[config.mk]
export PLATFORM = sky130hd
export DESIGN_NAME = dual_channel_bus_master_dma
export DESIGN_NICKNAME = d
export VERILOG_FILES = /design/src/hw/dual_channel_bus_master_dma.v /design/src/hw/bus_port.v
export VERILOG_INCLUDE_DIRS = /design/src /design/src/hw
export SDC_FILE = /design/constraint.sdc
export NUM_CORES = 1
export LEC_CHECK = 0
export BUFFER_PORTS_ARGS = -buffer_cell sky130_fd_sc_hd__buf_2
export CORE_ASPECT_RATIO = 0.8
export CORE_MARGIN = 5
export CORE_UTILIZATION = 35
export DETAILED_ROUTE_END_ITERATION = 10
export PLACE_DENSITY = 0.56
export SYNTH_ARGS = -nofsm -noshare
export SYNTH_HDL_FRONTEND = slang
export SYNTH_SLANG_ARGS = --single-unit
[constraint.sdc]
create_clock -name ref_clk -period 2.8 [get_ports ref_clk]
set_input_delay 0.28 -clock ref_clk [delete_from_list [all_inputs] [get_ports ref_clk]]
set_output_delay 0.28 -clock ref_clk [all_outputs]
set_load 0.02 [all_outputs]
[src/hw/dma_defines.vh]
/*
 Register offsets, field positions and reset values for the two-channel
 bus-master DMA engine. Assumes a 32-bit register port addressed by byte offset.
*/
`ifndef DMA_DEFINES_VH
`define DMA_DEFINES_VH
`define ADDR_VIDEO_START     16'h8580
`define ADDR_VIDEO_LENGTH    16'h8584
`define ADDR_VIDEO_ENABLE    16'h8588
`define ADDR_CMD_BASE        16'h8590
`define ADDR_CMD_WRITE_PTR   16'h8594
`define ADDR_CMD_READ_PTR    16'h8598
`define ADDR_CMD_ENABLE      16'h859c
`define ADDR_DMA_STATUS      16'h85a0
`define ADDR_DMA_CONTROL     16'h85a4
`define BIT_DIRECTION        1
`define BIT_BUFFER_SIZE      1
`define BIT_WPTR_UPDATED     16
`define BIT_HOST_DONE        0
`define BIT_CMD_DONE         1
`define BIT_HOST_IRQ_EN      0
`define BIT_CMD_IRQ_EN       1
`define BIT_PTR_RESET        2
`define BIT_ROUTE_VIDEO      3
`define BIT_DECIMATE         4
`define RESET_WORD           32'h0000_0000
`endif

[src/hw/dual_channel_bus_master_dma.v]
/*
 Two-channel bus-master DMA engine: video/graphics channel and command channel,
 with a plain register port. Assumes system memory, the port output FIFO, video
 memory read data and the 3D engine are handshake partners on the same clock.
*/
`timescale 1ns/1ps
`include "dma_defines.vh"
module dual_channel_bus_master_dma (
    // Clock, reset, enable.
    input  wire        ref_clk,
    input  wire        rstn,
    input  wire        clk_en,
    // Register port.
    input  wire [15:0] reg_addr,
    input  wire [31:0] reg_wdata,
    input  wire        reg_write,
    input  wire        reg_read,
    output reg  [31:0] reg_rdata,
    // Video channel memory bus.
    output wire        vid_req,
    output wire        vid_req_write,
    output wire [31:0] vid_req_addr,
    output wire [31:0] vid_req_wdata,
    input  wire        vid_ack,
    input  wire [31:0] vid_rdata,
    // Command channel memory bus (reads only).
    output wire        cmd_req,
    output wire [31:0] cmd_req_addr,
    input  wire        cmd_ack,
    input  wire [31:0] cmd_rdata,
    // Local peripheral port output FIFO.
    output reg         port_valid,
    output reg  [31:0] port_data,
    output reg         port_to_video,
    output reg         port_decimate,
    input  wire        port_ready,
    // Video memory read data source.
    input  wire        vmem_valid,
    input  wire [31:0] vmem_data,
    output wire        vmem_ready,
    // 3D engine command stream.
    output reg         engine_valid,
    output reg  [31:0] engine_data,
    input  wire        engine_ready,
    // Done status and interrupt request.
    output wire        irq
);
    localparam V_IDLE = 2'd0;
    localparam V_MEM  = 2'd1;
    localparam V_PUSH = 2'd2;
    localparam V_VMEM = 2'd3;

    localparam C_IDLE = 1'b0;
    localparam C_WAIT = 1'b1;

    reg  [31:2] video_addr;
    reg         video_dir;
    reg  [23:2] video_len;
    reg         video_channel_go;

    reg  [31:12] cmd_base;
    reg         command_buffer_size;
    reg  [15:2] write_ptr;
    reg  [15:2] read_ptr;
    reg         command_channel_go;

    reg         host_transfer_done_status;
    reg         command_transfer_done_status;
    reg         host_transfer_done_irq_enable;
    reg         command_transfer_done_irq_enable;
    reg         read_pointer_reset;

    reg  [1:0]  vstate;
    reg         cstate;
    reg  [31:2] cur_addr;
    reg  [23:2] remaining;
    reg         vid_start;
    reg         cmd_start;
    reg  [31:0] cmd_fetch_addr;
    reg  [15:2] next_read_ptr;
    reg  [31:0] vmem_hold;

    wire        vid_busy;
    wire        vid_done;
    wire        cmd_busy;
    wire        cmd_done;
    wire        wr_video_en;
    wire        wr_cmd_wptr;
    wire        wr_status;
    wire        video_finish;
    wire        cmd_finish;
    wire        ring_empty;

    assign wr_video_en = reg_write && reg_addr == `ADDR_VIDEO_ENABLE;
    assign wr_cmd_wptr = reg_write && reg_addr == `ADDR_CMD_WRITE_PTR;
    assign wr_status   = reg_write && reg_addr == `ADDR_DMA_STATUS;
    assign ring_empty  = command_buffer_size ? (read_ptr == write_ptr) : (read_ptr[11:2] == write_ptr[11:2]);

    // Fetch address and pointer wrap depend on buffer size.
    always @* begin
        cmd_fetch_addr = 32'h0;
        next_read_ptr  = read_ptr + 14'h1;
        if (command_buffer_size) begin
            cmd_fetch_addr = {cmd_base[31:16], read_ptr[15:2], 2'b00};
        end else begin
            cmd_fetch_addr = {cmd_base[31:12], read_ptr[11:2], 2'b00};
            next_read_ptr  = {4'h0, next_read_ptr[11:2]};
        end
    end

    // One request port per channel, so neither channel waits on the other.
    bus_port vid_port (
        .ref_clk   (ref_clk),
        .rstn      (rstn),
        .clk_en    (clk_en),
        .start     (vid_start),
        .write     (video_dir),
        .addr      ({cur_addr, 2'b00}),
        .wdata     (vmem_hold),
        .req       (vid_req),
        .req_write (vid_req_write),
        .req_addr  (vid_req_addr),
        .req_wdata (vid_req_wdata),
        .ack       (vid_ack),
        .busy      (vid_busy),
        .done      (vid_done)
    );

    bus_port cmd_port (
        .ref_clk   (ref_clk),
        .rstn      (rstn),
        .clk_en    (clk_en),
        .start     (cmd_start),
        .write     (1'b0),
        .addr      (cmd_fetch_addr),
        .wdata     (32'h0),
        .req       (cmd_req),
        .req_write (),
        .req_addr  (cmd_req_addr),
        .req_wdata (),
        .ack       (cmd_ack),
        .busy      (cmd_busy),
        .done      (cmd_done)
    );

    assign vmem_ready   = (vstate == V_VMEM) && !vid_busy && !vid_start;
    assign video_finish = vid_done && remaining == 22'h0;
    assign cmd_finish   = cmd_done && !wr_cmd_wptr
                        && next_read_ptr == (command_buffer_size ? write_ptr : {4'h0, write_ptr[11:2]});
    assign irq = (host_transfer_done_status & host_transfer_done_irq_enable)
               | (command_transfer_done_status & command_transfer_done_irq_enable);

    // Video channel sequencer.
    always @(posedge ref_clk or negedge rstn) begin
        if (!rstn) begin
            vstate     <= V_IDLE;
            cur_addr   <= 30'h0;
            remaining  <= 22'h0;
            vid_start  <= 1'b0;
            port_valid <= 1'b0;
            port_data  <= `RESET_WORD;
            vmem_hold  <= `RESET_WORD;
        end else if (clk_en) begin
            vid_start <= 1'b0;
            case (vstate)
                V_IDLE: begin
                    if (video_channel_go && !wr_video_en) begin
                        cur_addr  <= video_addr;
                        remaining <= video_len;
                        if (video_dir) begin
                            vstate <= V_VMEM;
                        end else begin
                            vstate    <= V_MEM;
                            vid_start <= 1'b1;
                        end
                    end
                end
                V_MEM: begin
                    if (vid_done) begin
                        port_valid <= 1'b1;
                        port_data  <= vid_rdata;
                        vstate     <= V_PUSH;
                    end
                end
                V_PUSH: begin
                    if (port_ready) begin
                        port_valid <= 1'b0;
                        if (remaining == 22'h0) begin
                            vstate <= V_IDLE;
                        end else begin
                            remaining <= remaining - 22'h1;
                            cur_addr  <= cur_addr + 30'h1;
                            vid_start <= 1'b1;
                            vstate    <= V_MEM;
                        end
                    end
                end
                V_VMEM: begin
                    if (vmem_valid && vmem_ready) begin
                        vmem_hold <= vmem_data;
                        vid_start <= 1'b1;
                    end else if (vid_done) begin
                        if (remaining == 22'h0) begin
                            vstate <= V_IDLE;
                        end else begin
                            remaining <= remaining - 22'h1;
                            cur_addr  <= cur_addr + 30'h1;
                        end
                    end
                end
                default: vstate <= V_IDLE;
            endcase
        end
    end

    // Command channel: fetch, hand to the engine, advance.
    always @(posedge ref_clk or negedge rstn) begin
        if (!rstn) begin
            cstate       <= C_IDLE;
            cmd_start    <= 1'b0;
            engine_valid <= 1'b0;
            engine_data  <= `RESET_WORD;
        end else if (clk_en) begin
            cmd_start <= 1'b0;
            if (engine_valid && engine_ready) begin
                engine_valid <= 1'b0;
            end
            case (cstate)
                C_IDLE: begin
                    if (command_channel_go && !ring_empty && !engine_valid && !cmd_busy) begin
                        cmd_start <= 1'b1;
                        cstate    <= C_WAIT;
                    end
                end
                C_WAIT: begin
                    if (cmd_done) begin
                        engine_valid <= 1'b1;
                        engine_data  <= cmd_rdata;
                        cstate       <= C_IDLE;
                    end
                end
                default: cstate <= C_IDLE;
            endcase
        end
    end

    // Register file; hardware set of go-clear and done flags wins over software.
    always @(posedge ref_clk or negedge rstn) begin
        if (!rstn) begin
            video_addr                       <= 30'h0;
            video_dir                        <= 1'b0;
            video_len                        <= 22'h0;
            video_channel_go                 <= 1'b0;
            cmd_base                         <= 20'h0;
            command_buffer_size              <= 1'b0;
            write_ptr                        <= 14'h0;
            read_ptr                         <= 14'h0;
            command_channel_go               <= 1'b0;
            host_transfer_done_status        <= 1'b0;
            command_transfer_done_status     <= 1'b0;
            host_transfer_done_irq_enable    <= 1'b0;
            command_transfer_done_irq_enable <= 1'b0;
            read_pointer_reset               <= 1'b0;
            port_to_video                    <= 1'b0;
            port_decimate                    <= 1'b0;
        end else if (clk_en) begin
            if (reg_write) begin
                case (reg_addr)
                    `ADDR_VIDEO_START: begin
                        video_addr <= reg_wdata[31:2];
                        video_dir  <= reg_wdata[`BIT_DIRECTION];
                    end
                    `ADDR_VIDEO_LENGTH: video_len <= reg_wdata[23:2];
                    `ADDR_VIDEO_ENABLE: video_channel_go <= reg_wdata[0];
                    `ADDR_CMD_BASE: begin
                        cmd_base            <= reg_wdata[31:12];
                        command_buffer_size <= reg_wdata[`BIT_BUFFER_SIZE];
                    end
                    // The pointer is taken only with the updated flag set.
                    `ADDR_CMD_WRITE_PTR: if (reg_wdata[`BIT_WPTR_UPDATED]) write_ptr <= reg_wdata[15:2];
                    `ADDR_CMD_READ_PTR: read_ptr <= reg_wdata[15:2];
                    `ADDR_CMD_ENABLE: command_channel_go <= reg_wdata[0];
                    `ADDR_DMA_CONTROL: begin
                        host_transfer_done_irq_enable    <= reg_wdata[`BIT_HOST_IRQ_EN];
                        command_transfer_done_irq_enable <= reg_wdata[`BIT_CMD_IRQ_EN];
                        read_pointer_reset               <= reg_wdata[`BIT_PTR_RESET];
                        port_to_video                    <= reg_wdata[`BIT_ROUTE_VIDEO];
                        port_decimate                    <= reg_wdata[`BIT_DECIMATE];
                    end
                    default: ;
                endcase
            end
            // Write-one-to-clear of done flags.
            if (wr_status && reg_wdata[`BIT_HOST_DONE]) begin
                host_transfer_done_status <= 1'b0;
            end
            if (wr_status && reg_wdata[`BIT_CMD_DONE]) begin
                command_transfer_done_status <= 1'b0;
            end

            // Advance the read pointer after each fetched doubleword.
            if (cmd_done) begin
                read_ptr <= next_read_ptr;
            end
            if (read_pointer_reset) begin
                read_ptr <= 14'h0;
            end
            if ((vstate == V_PUSH && port_ready && remaining == 22'h0) || (vstate == V_VMEM && video_finish)) begin
                video_channel_go          <= 1'b0;
                host_transfer_done_status <= 1'b1;
            end
            if (cmd_finish) begin
                command_transfer_done_status <= 1'b1;
            end
        end
    end

    // Read data stands for the cycle after the strobe; reserved bits read zero.
    always @(posedge ref_clk or negedge rstn) begin
        if (!rstn) begin
            reg_rdata <= `RESET_WORD;
        end else if (clk_en) begin
            reg_rdata <= `RESET_WORD;
            if (reg_read) begin
                case (reg_addr)
                    `ADDR_VIDEO_START:   reg_rdata <= {video_addr[31:2], video_dir, 1'b0};
                    `ADDR_VIDEO_LENGTH:  reg_rdata <= {8'h0, video_len, 2'b00};
                    `ADDR_VIDEO_ENABLE:  reg_rdata <= {31'h0, video_channel_go};
                    `ADDR_CMD_BASE:      reg_rdata <= {cmd_base, 10'h0, command_buffer_size, 1'b0};
                    `ADDR_CMD_WRITE_PTR: reg_rdata <= {16'h0, write_ptr, 2'b00};
                    `ADDR_CMD_READ_PTR:  reg_rdata <= {16'h0, read_ptr, 2'b00};
                    `ADDR_CMD_ENABLE:    reg_rdata <= {31'h0, command_channel_go};
                    `ADDR_DMA_STATUS:    reg_rdata <= {30'h0, command_transfer_done_status,
                                                       host_transfer_done_status};
                    `ADDR_DMA_CONTROL:   reg_rdata <= {27'h0, port_decimate, port_to_video, read_pointer_reset,
                                                       command_transfer_done_irq_enable,
                                                       host_transfer_done_irq_enable};
                    default:             reg_rdata <= `RESET_WORD;
                endcase
            end
        end
    end
endmodule // dual_channel_bus_master_dma

[src/hw/bus_port.v]
/*
 One bus-master request port: holds a request until the bus accepts it.
 Assumes the memory side answers with a single-cycle ack.
*/
`timescale 1ns/1ps
module bus_port (
    // Clock, reset, enable.
    input  wire        ref_clk,
    input  wire        rstn,
    input  wire        clk_en,
    // Request from the channel.
    input  wire        start,
    input  wire        write,
    input  wire [31:0] addr,
    input  wire [31:0] wdata,
    // Memory bus side.
    output reg         req,
    output reg         req_write,
    output reg  [31:0] req_addr,
    output reg  [31:0] req_wdata,
    input  wire        ack,
    // Status to the channel.
    output wire        busy,
    output wire        done
);
    // A held request drops on its ack; a new start is only accepted when idle.
    assign busy = req;
    assign done = req & ack;
    always @(posedge ref_clk or negedge rstn) begin
        if (!rstn) begin
            req       <= 1'b0;
            req_write <= 1'b0;
            req_addr  <= 32'h0;
            req_wdata <= 32'h0;
        end else if (clk_en) begin
            if (req && ack) begin
                req <= 1'b0;
            end else if (!req && start) begin
                req       <= 1'b1;
                req_write <= write;
                req_addr  <= addr;
                req_wdata <= wdata;
            end
        end
    end
endmodule // bus_port

==> impl_metrics.ini, run 1 <==
[run_status]
status = finished, final reports clean

[setup_path]
critPathMaxStageDelay_ps = 410
cp_num_cells = 10
cp_max_fo = 26
setup.worst_path.start_class = register
required_ps = 3250
slowest_stage = dfrtp_1
end_kind = register
worst-path-buf-inv = 4
r2r-start = remaining[2]$_DFFE_PN0P_
cp_top_family = buffers and inverters
reg2regPathDepth = 10
ff2ff_setup_slack_ps = 310
r2r_end = cur_addr[26]$_DFFE_PN0P_
critical_path_arrival_ps = 2940
path_class = reg2reg
crit_end = cur_addr[26]$_DFFE_PN0P_
startpoint = remaining[2]$_DFFE_PN0P_
path_cells = inv_1 > ha_1 > nor4b_1 > buf_4 > nand3_1 > o21ai_1 > buf_12 > nand2_2 > buf_4 > o221a_2
crit_top_cell = buf_4

[power_and_ir_drop]
switching_share = 0.260
sequentialPowerShare = 0.449
combPwrFrac = 0.126
leakagePower_nw = 11.5
p_clk_frac = 0.425
peakVddDrop_mv = 0.474
p_sw_mw = 3.61
internal_power_mw = 10.3
total_power_mw = 13.9
p_per_area_nw_per_um2 = 595

[global_route]
grt_pass1_vias = 14000
grt_usage = 0.186
grt_max_degree = 70
grt_overflow = 0
antenna_found_initial = 1
grt_pass1_wl_mm = 83.8

[placement]
hpwl_mm = 39.1
gp_congestion = 0.861
io_buffers = 350

[detailed_routing]
via_count = 14100
firstDrtPassIters = 8
drc = 0
ant_nets = 0
initialDrtViolationCount = 1253
via_per_inst = 5.22
wl_per_cell_um = 20.1
routed_wl_mm = 54.1

[layout]
fill_cells = 4718
drive_gt1_frac = 0.393
nets = 2128
areaGrowthSynthToFinish_pct = 30.7

[logic_synthesis]
ys_ff_latch = 393
yosysWarnings = 0
ys_seq_area_frac = 0.550
async_reset_ff_frac = 1.00
netlist_area_um2 = 17900
yosys-top-cells-count = dfrtp_1, mux2_2, o21ai_0, nand2_1, clkbuf_1
synth_area_per_cell_um2 = 12.0
ys_types = 77
syn_inst = 1490
yosysMostFrequentCell = dfrtp_1
synth_area_leader_cell = dfrtp_1
synthTopCellsByArea = dfrtp_1, mux2_2, mux2_4, o21ai_0, a21oi_1
synth_edf_count = 0
ys.flop_type = dfrtp_1
yosysTopAreaCellShare = 0.550

[floorplan]
die_x_um = 263
coreArea_um2 = 50800
io_pins = 355
die_h_um = 212
dieArea_um2 = 55800
start_util = 0.352
num_rows = 74

[sta]
final.period_utilization = 0.890
setup_viol = 0
slew_violations = 0
max_slew_margin = 0.540
rsz0062_at_grt = no
finClkSkew_ps = 20.6
totalNegativeSetupSlack_ps = 0
fmax_ghz = 0.401
hold_viol_final = 0
layout_min_cycle_time_ps = 2490
tightest_slew_ps = 684

[clocking]
path_clk_slew_ps = 60
cts_buffer_depth = 3
worst_skew_pair.late_latency_ps = 570
h-tree-depth = 2
cts_tree = yes
clock_sinks = 393
cts_root_buf = clkbuf_16
cts_buffers = 44
cts-resized-gates = 0

[flow_run]
cap_violations = 0

[hold_path]
hp-start = reg_wdata[3]
hold_path_class = in2reg
stage by stage:
step           utilization  hold WS, ps  std cells  cell area [um^2]  setup slack, ps
2_1_floorplan            -        -15.6       1493             17900              284
3_3_place_gp         0.408          303       2494             20700              164
3_5_place_dp         0.408          305       2494             20700              107
4_1_cts              0.460         14.1       2690             23400              315
5_1_grt              0.460         30.3       2690             23400              154
6_report             0.460         51.2       2691             23400              309
worst reg2reg max path: cells and delay by family (launching register included):
| kind | cells | cell delay, ps |
|---|---|---|
| AOI/OAI and AO/OA | 2 | 570 |
| buffers and inverters | 4 | 710 |
| adders and majority gates | 1 | 180 |
| DFF | 1 | 410 |
| and+or+nand+nor | 3 | 510 |
registers in the layout (all words and copies together) (netlist names), 2 cells and up:
signal	cells
engine_data	32
port_data	32
reg_rdata	32
vid_port.req_wdata	32
vmem_hold	32
cmd_port.req_addr	30
cur_addr	30
vid_port.req_addr	30
video_addr	30
remaining	22
video_len	22
cmd_base	20
read_ptr	14
write_ptr	14
vstate	2
layer usage:
layer,global-route usage,up-vias,wire (um),share of wire
met5,0,-,0,0
met2,0.276,519,23400,0.43
met1,0.276,6993,25400,0.47
met4,0.0493,0,1300,0.024
met3,0.0448,83,3960,0.073
li1,-,6460,-,-
power groups by stage:
stage / logic (mW) / clock network, mW / registers, mW
floorplan: 0.703 / 0 / 6.50
global placement: 1.62 / 0 / 6.32
detailed placement: 1.64 / 0 / 6.33
CTS: 1.77 / 6.11 / 6.24
global route: 1.91 / 6.32 / 6.28
finish: 1.75 / 5.90 / 6.24
kinds of logic (layout without fill, tap and decap cells):
logic type,after synthesis,count (layout),synth area share
compound gates,308,308,0.116
xor+xnor,24,24,0.0117
fa+ha+maj,3,3,0.00210
buf+inv,156,669,0.0385
flops,393,393,0.550
mux,286,286,0.185
other cells,1,5,0.000210
simple gates,319,319,0.0963
layout make-up:
class	count	area (um^2)	share of cell area
flip-flops and latches	393	9830	0.421
multi-input cells	944	7390	0.316
repair buffers	539	3630	0.155
clock buffers	70	1340	0.0574
well taps	684	856	0.0366
inverters	49	184	0.00787
clock inverters	11	141	0.00605
diodes	1	2.50	0.000107
what timing repair did:
item                                   4_1_cts  5_1_grt
endpoints found under the hold margin      197        0
buffers inserted                             0        0
hold buffers                               115        0
worst min path at each step:
stage | slack (ps) | cells after the start | end
detailed placement | 300 | 1 | vmem_hold[9]$_DFFE_PN0P_
global route | 30 | 2 | write_ptr[7]$_DFFE_PN0P_
CTS | 10 | 2 | write_ptr[7]$_DFFE_PN0P_
global placement | 300 | 1 | vid_port.req_wdata[10]$_DFFE_PN0P_
finish | 50 | 2 | video_addr[3]$_DFFE_PN0P_
floorplan | -20 | 0 | cmd_base[12]$_DFFE_PN0P_
placed cells by master, fill, tap and decap left out, types with 34 or more instances in the layout:
cell type	instances
nor3_1	34
inv_1	49
mux2_2	245
nand3_1	34
o22ai_1	41
buf_4	61
clkbuf_16	46
buf_2	349
dfrtp_1	393
o21ai_0	77
nand2_1	72
dlygate4sd3_1	115
a21oi_1	54
nor2_1	56
(Power assumes the default switching activity.)
==> run 2: changes to the inputs <==
Settings changed: PLACE_DENSITY 0.56 to default.
==> impl_metrics.ini, run 2 (synthesis gave the netlist of run 1 again) <==
[run_status]
status = finished, final reports clean

[power_and_ir_drop]
peakVddDrop_mv = 0.527
p_clk_frac = 0.439
total_power_mw = 14.3
p_sw_mw = 3.69
switching_share = 0.258
sequentialPowerShare = 0.433
p_per_area_nw_per_um2 = 609
combPwrFrac = 0.128
internal_power_mw = 10.6
leakagePower_nw = 11.6

[sta]
rsz0062_at_grt = no
totalNegativeSetupSlack_ps = 0
whs_ps = 29.3
layout_setup_ws_ps = 211
hold_viol_final = 0
finClkSkew_ps = 18.3
slew_violations = 0
max_slew_margin = 0.405
setup_viol = 0
fmax_ghz = 0.386
layout_min_cycle_time_ps = 2590
tightest_slew_ps = 892
final.period_utilization = 0.925

[layout]
final_cell_mix = dfrtp_1, buf_2, mux2_2, dlygate4sd3_1, o21ai_0
areaGrowthSynthToFinish_pct = 31.2
nets = 2128
fill_cells = 4598
antenna_cells = 0
layout_commonest_cell = dfrtp_1
drive_gt1_frac = 0.398

[clocking]
h-tree-depth = 2
cts_buffers = 44
worst_skew_pair.late_latency_ps = 570
post_cts_buffers = 0
cts_buffer_depth = 3
clock_sinks = 393
cts_root_buf = clkbuf_16
path_clk_slew_ps = 60
cts_tree = yes

[placement]
pre_cts_ws_ps = 144
gp_congestion = 0.878
io_buffers = 350
hpwl_mm = 38.8

[hold_path]
hold_depth = 2
hp-start = reg_wdata[5]
hold_end = video_addr[5]$_DFFE_PN0P_
hold_path_class = in2reg

[detailed_routing]
via_per_inst = 5.21
routed_wl_mm = 54.4
firstDrtPassIters = 6
drc = 0
via_count = 14000
ant_nets = 0
initialDrtViolationCount = 1177
wl_per_cell_um = 20.2

[global_route]
grt_pass1_wl_mm = 83.6
grt_pass1_vias = 14200
grt_overflow = 0
antenna_found_initial = 1
grt_max_degree = 86
grt_usage = 0.186

[floorplan]
coreArea_um2 = 50800
num_rows = 74
die_h_um = 212
io_pins = 355
start_util = 0.352
dieArea_um2 = 55800
die_x_um = 263

[flow_run]
cap_violations = 0

[setup_path]
slowest_stage = dfrtp_1
reg2regPathDepth = 7
ff2ff_setup_slack_ps = 210
r2r-start = read_ptr[3]$_DFFE_PN0P_
critical_path_arrival_ps = 3020
end_kind = register
setup.worst_path.start_class = register
critPathMaxStageDelay_ps = 480
r2r_end = command_transfer_done_status$_DFFE_PN0P_
cp_max_fo = 8
required_ps = 3230
path_class = reg2reg
path_cells = ha_1 > nand3_1 > or3_1 > xor2_1 > a211oi_1 > o2111ai_1 > o31ai_2
-- run 2: cell types whose count changed in the layout (fill, tap and decap cells not counted), sizes merged --
| cell | previous run | this run |
|---|---|---|
| diode | 1 | 0 |
| clkbuf | 70 | 63 |
| inv | 49 | 50 |
| clkinv | 8 | 10 |
| clkinvlp | 0 | 2 |
| bufinv | 3 | 6 |
-- run 2: metrics by stage --
| step | utilization | cells | area [um^2] |
|---|---|---|---|
| 2_1_floorplan | - | 1493 | 17900 |
| 3_3_place_gp | 0.408 | 2494 | 20700 |
| 3_5_place_dp | 0.408 | 2494 | 20700 |
| 4_1_cts | 0.462 | 2691 | 23500 |
| 5_1_grt | 0.462 | 2691 | 23500 |
| 6_report | 0.462 | 2691 | 23500 |
-- run 2: layer usage --
layer  global-route usage  wire (um)  up-vias  part of all wire
li1                     -          -     6446                 -
met1                0.261      23500     7027              0.43
met2                0.300      26000      456              0.48
met3               0.0363       3660       81             0.067
met4               0.0513       1250        2             0.023
met5                    0         11        -           0.00020
-- run 2: worst max path at each step --
stage                                  from  cells past startpoint                                       end  slack (ps)
floorplan                      reg_addr[13]                      8                 video_len[10]$_DFFE_PN0P_         280
global placement    read_ptr[3]$_DFFE_PN0P_                      7  command_transfer_done_status$_DFFE_PN0P_         160
detailed placement             reg_addr[13]                      7                 video_len[20]$_DFFE_PN0P_         140
CTS                 read_ptr[3]$_DFFE_PN0P_                      7  command_transfer_done_status$_DFFE_PN0P_         140
global route        read_ptr[3]$_DFFE_PN0P_                      7  command_transfer_done_status$_DFFE_PN0P_          50
finish              read_ptr[3]$_DFFE_PN0P_                      7  command_transfer_done_status$_DFFE_PN0P_         210
-- run 2: critical path: cells and delay by family (launching register included) --
| kind | cells | cell delay [ps] |
|---|---|---|
| AO/OA/AOI/OAI | 3 | 740 |
| AND/OR/NAND/NOR | 2 | 690 |
| flip-flops | 1 | 480 |
| adder cells (fa/ha/maj) | 1 | 340 |
| XOR/XNOR | 1 | 190 |
-- run 2: layout make-up --
| cell class | count | area (um^2) | share of cell area |
|---|---|---|---|
| Sequential cell | 393 | 9830 | 0.419 |
| Multi-Input combinational cell | 944 | 7400 | 0.315 |
| Timing Repair Buffer | 539 | 3620 | 0.154 |
| Clock buffer | 63 | 1330 | 0.0564 |
| Tap cell | 684 | 856 | 0.0364 |
| Clock inverter | 19 | 265 | 0.0113 |
| Inverter | 49 | 184 | 0.00783 |
-- run 2: power by group through the flow --
stage	registers (mW)	logic [mW]	clock network (mW)
global route	6.24	1.99	6.65
floorplan	6.50	0.703	0
finish	6.20	1.83	6.28
CTS	6.19	1.84	6.45
detailed placement	6.29	1.70	0
global placement	6.28	1.68	0
-- run 2: repair_timing --
item                                   4_1_cts  5_1_grt
resized for setup                            0        1
setup endpoints to repair                    0        1
hold buffers                               115        0
endpoints found under the hold margin      186        0
